File: src/include/acf_map.svh
// Constants for the conversion and over-temperature flag block
// Functional notes
// - Trigger falling edge starts 10-bit conversion
// - Hold on trigger fall, track after completion
// - Trigger low at completion powers device down
// - Busy high exactly during any conversion
// - Temperature result above threshold pulls flag low
// - Read/write rise with select low releases flag
// - Serial port answers only while selected
// - Voltage 9 us, temperature 27 us conversions
// - Busy rises within 50 ns of trigger
// - Data output floats on read/write fall, select rise
`ifndef ACF_MAP_SVH
`define ACF_MAP_SVH

`define ACF_CLK_PERIOD_NS   10
`define ACF_T_CONV_VOLT_NS  9000
`define ACF_T_CONV_TEMP_NS  27000
`define ACF_T_BUSY_RISE_NS  50
`define ACF_CONV_VOLT_CYC   (`ACF_T_CONV_VOLT_NS / `ACF_CLK_PERIOD_NS)
`define ACF_CONV_TEMP_CYC   (`ACF_T_CONV_TEMP_NS / `ACF_CLK_PERIOD_NS)
`define ACF_BUSY_RISE_CYC   (`ACF_T_BUSY_RISE_NS / `ACF_CLK_PERIOD_NS)
`define ACF_RES_W           10
`define ACF_THR_W           8
`define ACF_CNT_W           12
`define ACF_CH_W            3
`define ACF_TEMP_CHANNEL    3'h0

`endif

File: src/include/acf_pkg.sv
// Types shared by the conversion and over-temperature flag block
`default_nettype none
`include "acf_map.svh"

package acf_pkg;

    // Sequence: track -> convert -> powered down -> track; down to track flips both bits
    typedef enum logic [1:0] {
        ACF_ST_TRACK = 2'h0,
        ACF_ST_CONV  = 2'h1,
        ACF_ST_DOWN  = 2'h3
    } acf_state_t;

    typedef struct packed {
        logic port_select_n;
        logic rd_wr;
    } acf_port_t;

    typedef struct packed {
        acf_state_t                st;
        logic [`ACF_CNT_W-1:0]     cnt;
        logic                      is_temp;
        logic                      trig_q;
        acf_port_t                 port_q;
        logic [`ACF_RES_W-1:0]     result;
        logic                      ot_flag_n;
        logic                      dout_oe;
    } acf_regs_t;

endpackage

`default_nettype wire

File: src/hdl/acf_convert.sv
// Conversion sequencer with over-temperature flag and data output enable
`timescale 1ns/1ns
`default_nettype none
`include "acf_map.svh"

module acf_convert
    import acf_pkg::*;
#(
    parameter int RES_W = `ACF_RES_W,
    parameter int THR_W = `ACF_THR_W
) (
    input  wire logic                  sys_clk,
    input  wire logic                  resetn,
    input  wire logic                  clk_en,
    input  wire logic                  conversion_trigger_n,
    input  wire logic [`ACF_CH_W-1:0]  channel_sel,
    input  wire logic [RES_W-1:0]      sample_code,
    input  wire logic [THR_W-1:0]      overtemp_threshold_word,
    input  wire acf_port_t             port_in,
    output logic                       busy,
    output logic                       track_hold,
    output logic                       powered_down,
    output logic [RES_W-1:0]           result,
    output logic                       overtemp_flag_n,
    output logic                       dout_oe
);

    localparam int VOLT_CYC = `ACF_CONV_VOLT_CYC;
    localparam int TEMP_CYC = `ACF_CONV_TEMP_CYC;

    if (RES_W != `ACF_RES_W || THR_W != `ACF_THR_W ||
        THR_W > RES_W || `ACF_BUSY_RISE_CYC < 1 ||
        TEMP_CYC >= (1 << `ACF_CNT_W)) begin : g_bad_cfg
        $error("acf_convert: unsupported parameter set");
    end

    acf_regs_t regs_ff;
    acf_regs_t nxt_regs;

    logic                  trig_fall;
    logic                  conv_end;
    logic                  rdwr_rise;
    logic                  rdwr_fall;
    logic                  cs_rise;
    logic                  ot_hit;
    logic [`ACF_CNT_W-1:0] conv_last;

    // Inputs are synchronous, so edges are found against the last sample
    assign trig_fall = regs_ff.trig_q && !conversion_trigger_n;
    assign rdwr_rise = port_in.rd_wr && !regs_ff.port_q.rd_wr;
    assign rdwr_fall = !port_in.rd_wr && regs_ff.port_q.rd_wr;
    assign cs_rise   = port_in.port_select_n &&
                       !regs_ff.port_q.port_select_n;
    // Temperature takes the long slot, voltage channels the short one
    assign conv_last = regs_ff.is_temp ?
                       `ACF_CNT_W'(TEMP_CYC - 1) :
                       `ACF_CNT_W'(VOLT_CYC - 1);
    assign conv_end  = (regs_ff.st == ACF_ST_CONV) &&
                       (regs_ff.cnt == conv_last);
    // Only the top byte is compared; lower two bits are sub-degree
    assign ot_hit    = sample_code[RES_W-1 -: THR_W] >
                       overtemp_threshold_word;

    always_comb begin
        nxt_regs        = regs_ff;
        nxt_regs.trig_q = conversion_trigger_n;
        nxt_regs.port_q = port_in;
        unique case (regs_ff.st)
            ACF_ST_TRACK: begin
                if (trig_fall) begin
                    nxt_regs.st      = ACF_ST_CONV;
                    nxt_regs.cnt     = '0;
                    nxt_regs.is_temp =
                        (channel_sel == `ACF_TEMP_CHANNEL);
                end
            end
            ACF_ST_CONV: begin
                if (conv_end) begin
                    nxt_regs.result = sample_code;
                    // Low trigger at the end means sleep until it rises
                    nxt_regs.st = conversion_trigger_n ?
                                  ACF_ST_TRACK : ACF_ST_DOWN;
                end else begin
                    nxt_regs.cnt = regs_ff.cnt + `ACF_CNT_W'(1);
                end
            end
            ACF_ST_DOWN: begin
                if (conversion_trigger_n) begin
                    nxt_regs.st = ACF_ST_TRACK;
                end
            end
            default: begin
                nxt_regs.st = ACF_ST_TRACK;
            end
        endcase

        // Clear first so that a new hit in the same cycle wins
        if (rdwr_rise && !port_in.port_select_n) begin
            nxt_regs.ot_flag_n = 1'h1;
        end
        if (conv_end && regs_ff.is_temp && ot_hit) begin
            nxt_regs.ot_flag_n = 1'h0;
        end

        if (port_in.port_select_n || cs_rise || rdwr_fall) begin
            nxt_regs.dout_oe = 1'h0;
        end else if (rdwr_rise) begin
            nxt_regs.dout_oe = 1'h1;
        end
    end

    always_ff @(posedge sys_clk) begin
        if (!resetn) begin
            regs_ff.st        <= ACF_ST_TRACK;
            regs_ff.cnt       <= '0;
            regs_ff.is_temp   <= 1'h0;
            regs_ff.trig_q    <= 1'h1;
            regs_ff.port_q    <= '{port_select_n: 1'h1, rd_wr: 1'h0};
            regs_ff.result    <= '0;
            regs_ff.ot_flag_n <= 1'h1;
            regs_ff.dout_oe   <= 1'h0;
        end else if (clk_en) begin
            regs_ff <= nxt_regs;
        end
    end

    // Busy rises one edge after the fall is seen, well inside 50 ns
    assign busy            = (regs_ff.st == ACF_ST_CONV);
    assign track_hold      = (regs_ff.st == ACF_ST_CONV);
    assign powered_down    = (regs_ff.st == ACF_ST_DOWN);
    assign result          = regs_ff.result;
    assign overtemp_flag_n = regs_ff.ot_flag_n;
    assign dout_oe         = regs_ff.dout_oe;
endmodule

`default_nettype wire

File: config.mk
export PLATFORM = sky130hd
export DESIGN_NAME = acf_convert
export DESIGN_NICKNAME = d
export VERILOG_FILES = /design/src/include/acf_pkg.sv /design/src/hdl/acf_convert.sv
export VERILOG_INCLUDE_DIRS = /design/src /design/src/include
export SDC_FILE = /design/constraint.sdc
export NUM_CORES = 1
export LEC_CHECK = 0
export ABC_AREA = 0
export ABC_CLOCK_PERIOD_IN_PS = 4300
export BUFFER_PORTS_ARGS = -buffer_cell sky130_fd_sc_hd__buf_2
export CAP_MARGIN = 10
export CORE_MARGIN = 4
export CORE_UTILIZATION = 57
export CTS_CLUSTER_SIZE = 10
export DETAILED_ROUTE_END_ITERATION = 16
export PLACE_DENSITY = 0.84
export SLEW_MARGIN = 40
export SYNTH_ARGS = -nofsm -noshare
export SYNTH_HDL_FRONTEND = slang
export SYNTH_SLANG_ARGS = --single-unit
File: constraint.sdc
create_clock -name sys_clk -period 4.3 [get_ports sys_clk]
set_input_delay 0 -clock sys_clk [delete_from_list [all_inputs] [get_ports sys_clk]]
set_output_delay 0 -clock sys_clk [all_outputs]
set_load 0.01 [all_outputs]
* Yosys cells after proc, flatten, opt, wreduce, memory -nomap -nowiden
Index checks and enable logic that the tools add are counted.
** Word-level totals
- Bits in registers :: 30
- Input bits :: 27
- Output and inout port bits :: 15
- Word-level logic and storage cells :: 56
** Cells by class
- Add/subtract/negate cells :: 1
- Magnitude comparators :: 1
- Equality and inequality tests :: 7
- Muxes and demuxes :: 12
- Reduce and logical (&&, ||, !) cells :: 26
** Operators by type and width (count)
- $mux W12 :: 2
- $pmux W12 S2 :: 1
- $mux W15 :: 1
- $add A12 B1 Y12 const B :: 1
- $eq A12 B12 Y1 :: 1
- $gt A8 B8 Y1 :: 1
- $logic_and A1 B1 Y1 :: 8
- $reduce_and A4 Y1 :: 2
- $mux W2 :: 3
- $ne A2 B2 Y1 const B :: 3
- $pmux W2 S3 :: 1
- $reduce_and A3 Y1 :: 2
- $reduce_bool A2 Y1 :: 3
- $logic_not A1 Y1 :: 5
- $mux W1 :: 4
- $reduce_and A2 Y1 :: 2
- $logic_not A3 Y1 :: 1
- $eq A2 B1 Y1 const B :: 1
- $eq A2 B2 Y1 const B :: 1
- $logic_not A2 Y1 :: 1
- $logic_or A1 B1 Y1 :: 2
- $ne A2 B1 Y1 const B :: 1

* Logic depth before layout (Yosys ltp)
- Depth in word-level cells :: 7
- Gate-level depth with buffers :: 6
- Depth with buffers taken out :: 6

* Least setup slack after synthesis
Ideal clock, no wire load.
- Kind :: register to register
- From :: register regs_ff[16] in the netlist's numbering
- To :: register result[0] (netlist name)
- Library setup time :: 0.120 ns
- Arrival time :: 1.718 ns
- Required time :: 4.180 ns
- Path slack :: 2.463 ns
- Stages on the path, launching flop included :: 7
- Period minus slack after synthesis :: 1.837 ns
- Cells stage by stage :: dfxtp_1 -> ha_1 -> or4b_4 -> a211oi_4 -> nand3_2 -> buf_6 -> mux2i_1
** On the way
- Cells in the longest elaborated chain, start to end :: 3
** RTL lines
- start, declared :: line acf_convert.sv:37 : acf_regs_t regs_ff;
- start signal, assigned :: line acf_convert.sv:123 : regs_ff <= nxt_regs;
- $eq A12 B12 Y1 :: line acf_convert.sv:59 : (regs_ff.cnt == conv_last);
- $logic_and A1 B1 Y1 :: line acf_convert.sv:58 : assign conv_end = (regs_ff.st == ACF_ST_CONV) &&
- $reduce_and A3 Y1 (no source line)
No other way between the ends.
A chain may end at the register's enable or synchronous reset.

* Final worst setup path
- From :: register regs_ff[16] in the netlist's numbering
- To :: register result[3] (netlist name)
** On the way
- Cells in the longest elaborated chain, start to end :: 3
** RTL lines (line)
- $eq A12 B12 Y1 :: acf_convert.sv:59
- $logic_and A1 B1 Y1 :: acf_convert.sv:58
- $reduce_and A3 Y1 (no source line)
No other way between the ends.

==> load_flow_metrics.sql <==
INSERT INTO impl_metrics (metric_group, metric, value, unit) VALUES
('clock_tree', 'clk_transition_reported_paths', '0.10', 'ns'),
('outcome', 'run_status', 'completed', ''),
('drt', 'drt-total-wl', '3630', 'um'),
('logic_synthesis', 'postSynthNetCount', '234', ''),
('floorplan', 'row_count', '19', ''),
('sta', 'setup-tns-final', '0', 'ns'),
('setup_path', 'ff2ff_setup_slack', '2.10', 'ns'),
('sta', 'timing_hold_violations_final', '0', ''),
('grt', 'grt_start_max_net_pins', '37', ''),
('logic_synthesis', 'synth_edf_count', '0', ''),
('clock_tree', 'cts_hold_repair.buffers', '13', ''),
('placed_design', 'buffer_ports.inserted', '41', ''),
('floorplan', 'core_area', '2830', 'sq um'),
('clock_tree', 'h-tree-depth', '2', ''),
('power_and_ir_drop', 'cell_internal_pwr', '484', 'uW'),
('floorplan', 'design.portCount', '42', ''),
('sta', 'slew_headroom', '0.527', ''),
('clock_tree', 'clock_sinks', '29', ''),
('grt', 'grt_remaining_overflow', '0', ''),
('drt', 'first_pass_iters', '5', ''),
('setup_path', 'crit-reg2reg-capture', 'result[3]$_SDFFE_PN0P_', ''),
('logic_synthesis', 'synth_area_per_cell', '8.75', 'sq um'),
('logic_synthesis', 'synthMostInstantiatedCell', 'nand2_1', ''),
('setup_path', 'crit_path_start', 'regs_ff[16]$_SDFFE_PN0P_', ''),
('logic_synthesis', 'seq_area_frac_synth', '0.335', ''),
('grt', 'antenna_found_initial', '0', ''),
('grt', 'grt_first_pass_wirelength', '6330', 'um'),
('logic_synthesis', 'postSynthCellCount', '198', ''),
('power_and_ir_drop', 'p_switching', '136', 'uW'),
('cells_and_area', 'drive_gt1_frac', '0.233', ''),
('logic_synthesis', 'synth_flop_cell', 'dfxtp_1', ''),
('logic_synthesis', 'yosysWarnings', '0', ''),
('power_and_ir_drop', 'p_clk_frac', '0.445', ''),
('clock_tree', 'cts-resized-gates', '0', ''),
('cells_and_area', 'syn_to_final_growth', '18.1', '%'),
('setup_path', 'critical_path_required', '4.56', 'ns'),
('sta', 'hold-worst-slack', '0.0224', 'ns'),
('power_and_ir_drop', 'p_leak', '0.973', 'nW'),
('flow_run', 'drv_cap', '0', ''),
('clock_tree', 'tritoncts_clock_tree', 'done', ''),
('logic_synthesis', 'netlist_area', '1730', 'sq um'),
('logic_synthesis', 'synth_top_area_share', '0.335', ''),
('power_and_ir_drop', 'share_seq_of_total_power', '0.448', ''),
('sta', 'min_period', '2.20', 'ns'),
('min_path', 'min-delay-path-class', 'primary input to flop', ''),
('power_and_ir_drop', 'irDropWorstVdd', '0.248', 'mV'),
('logic_synthesis', 'synthArstFlopShare', '0', ''),
('floorplan', 'chipWidth', '63.1', 'um'),
('clock_tree', 'post-cts-setup-buffers', '0', ''),
('power_and_ir_drop', 'switching_share', '0.219', ''),
('drt', 'wire_per_inst', '13.4', 'um'),
('grt', 'grt.total_usage', '0.197', ''),
('logic_synthesis', 'synth-seq-cells', '29', ''),
('setup_path', 'startpoint_of_the_worst_slack_reg_to_reg_timing_path', 'regs_ff[16]$_SDFFE_PN0P_', ''),
('setup_path', 'worst-r2r-cell-count', '5', ''),
('power_and_ir_drop', 'power_density_over_cell_area', '303', 'nW/um^2'),
('setup_path', 'critPathCaptureType', 'flop', ''),
('setup_path', 'critical_path_arrival', '2.46', 'ns'),
('grt', 'first_global_vias', '1425', ''),
('power_and_ir_drop', 'share_comb_of_total_power', '0.107', ''),
('floorplan', 'die_area', '3990', 'sq um'),
('logic_synthesis', 'synth_common_cells', 'nand2_1, dfxtp_1, a21oi_1, mux2i_1', ''),
('sta', 'fin_crit_sh', '0.511', ''),
('drt', 'via_count', '1528', ''),
('logic_synthesis', 'synthDominantAreaCellType', 'dfxtp_1', ''),
('floorplan', 'initial_core_util', '0.613', ''),
('drt', 'drc', '0', ''),
('cells_and_area', 'final_nets', '275', ''),
('cells_and_area', 'antenna_cells', '0', ''),
('clock_tree', 'cts-root-buf', 'clkbuf_4', ''),
('setup_path', 'worstSetupPathType', 'flop to flop', '');
[cells by family (layout without fill, tap and decap cells)]
family,after synthesis,in the layout,share of synthesized area
compound gates,39,39,0.153
mux,12,12,0.0693
xor+xnor,5,5,0.0253
fa+ha+maj,9,9,0.0650
buf+inv,31,73,0.118
flops,29,29,0.335
simple gates,73,73,0.235
[layout by cell type, fill, tap and decap left out, types with 2 or more instances in the layout]
cell type,synthesis,routed
a21oi_1,12,12
nor2b_1,4,4
inv_1,11,11
nand4b_1,2,2
o21ai_0,7,7
mux2i_1,12,12
o31ai_1,4,4
or4b_4,2,2
ha_1,9,9
and3_1,5,5
nand3b_1,2,2
dfxtp_1,29,29
clkbuf_4,1,5
or3_1,2,2
nor2_1,8,8
or4_1,2,2
dlygate4sd3_1,0,13
bufinv_16,0,2
nand4_1,5,5
and2_1,2,2
xor2_1,5,5
o211ai_1,6,6
o2111ai_1,3,3
buf_2,0,41
nand2_1,30,30
[registers in the layout, indices dropped and copies added, names as in the netlist]
register	count
dout_oe	1
regs_ff	17
overtemp_flag_n	1
result	10
[per-layer routing]
layer  global-route usage  part of all wire
met5                    0                 0
met4               0.0771             0.020
met3               0.0639             0.072
met2                0.310              0.45
met1                0.250              0.45
[worst max-delay path: stages (launching register included)]
cell      delay, ns
dfxtp_1        0.39
ha_1           0.19
or4b_4         0.48
a211oi_4       0.43
nand3_2        0.36
mux2i_1        0.29
[worst min-delay path by stage]
stage	startpoint	endpoint	cells past startpoint	slack (ns)
after floorplan	conversion_trigger_n	regs_ff[14]$_SDFFE_PN1P_	2	0.13
after global placement	sample_code[1]	result[1]$_SDFFE_PN0P_	3	0.25
after detailed placement	sample_code[0]	result[0]$_SDFFE_PN0P_	3	0.26
after CTS	channel_sel[2]	regs_ff[15]$_SDFFE_PN0P_	4	0.01
after global routing	channel_sel[2]	regs_ff[15]$_SDFFE_PN0P_	4	0.04
final	channel_sel[2]	regs_ff[15]$_SDFFE_PN0P_	4	0.02
[cell type report]
cell class	instances	area [sq um]
multi-input combinational	138	948
fill	196	782
sequential	29	581
timing repair buffer	54	335
clock inverter	3	65.1
inverter	11	41.3
tap	31	38.8
clock buffer	5	37.5
[stage by stage]
step | utilization | area, sq um | worst slack, ns | instances | power, mW
final | 0.724 | 2050 | 2.10 | 271 | 0.620
after global routing | 0.724 | 2050 | 1.91 | 271 | 0.653
after CTS | 0.724 | 2050 | 2.10 | 271 | 0.626
after detailed placement | 0.641 | 1810 | 2.11 | 250 | 0.341
after global placement | 0.641 | 1810 | 2.18 | 250 | 0.340
after floorplan | - | 1730 | 2.46 | 198 | 0.323
[power by group through the flow]
stage	sequential [mW]	combinational, mW	clock, mW
6_report	0.278	0.0663	0.276
5_1_grt	0.279	0.0755	0.299
3_3_place_gp	0.284	0.0562	0
2_1_floorplan	0.280	0.0432	0
3_5_place_dp	0.284	0.0568	0
4_1_cts	0.278	0.0662	0.282
Note: power is estimated with default switching activity, not from simulation.
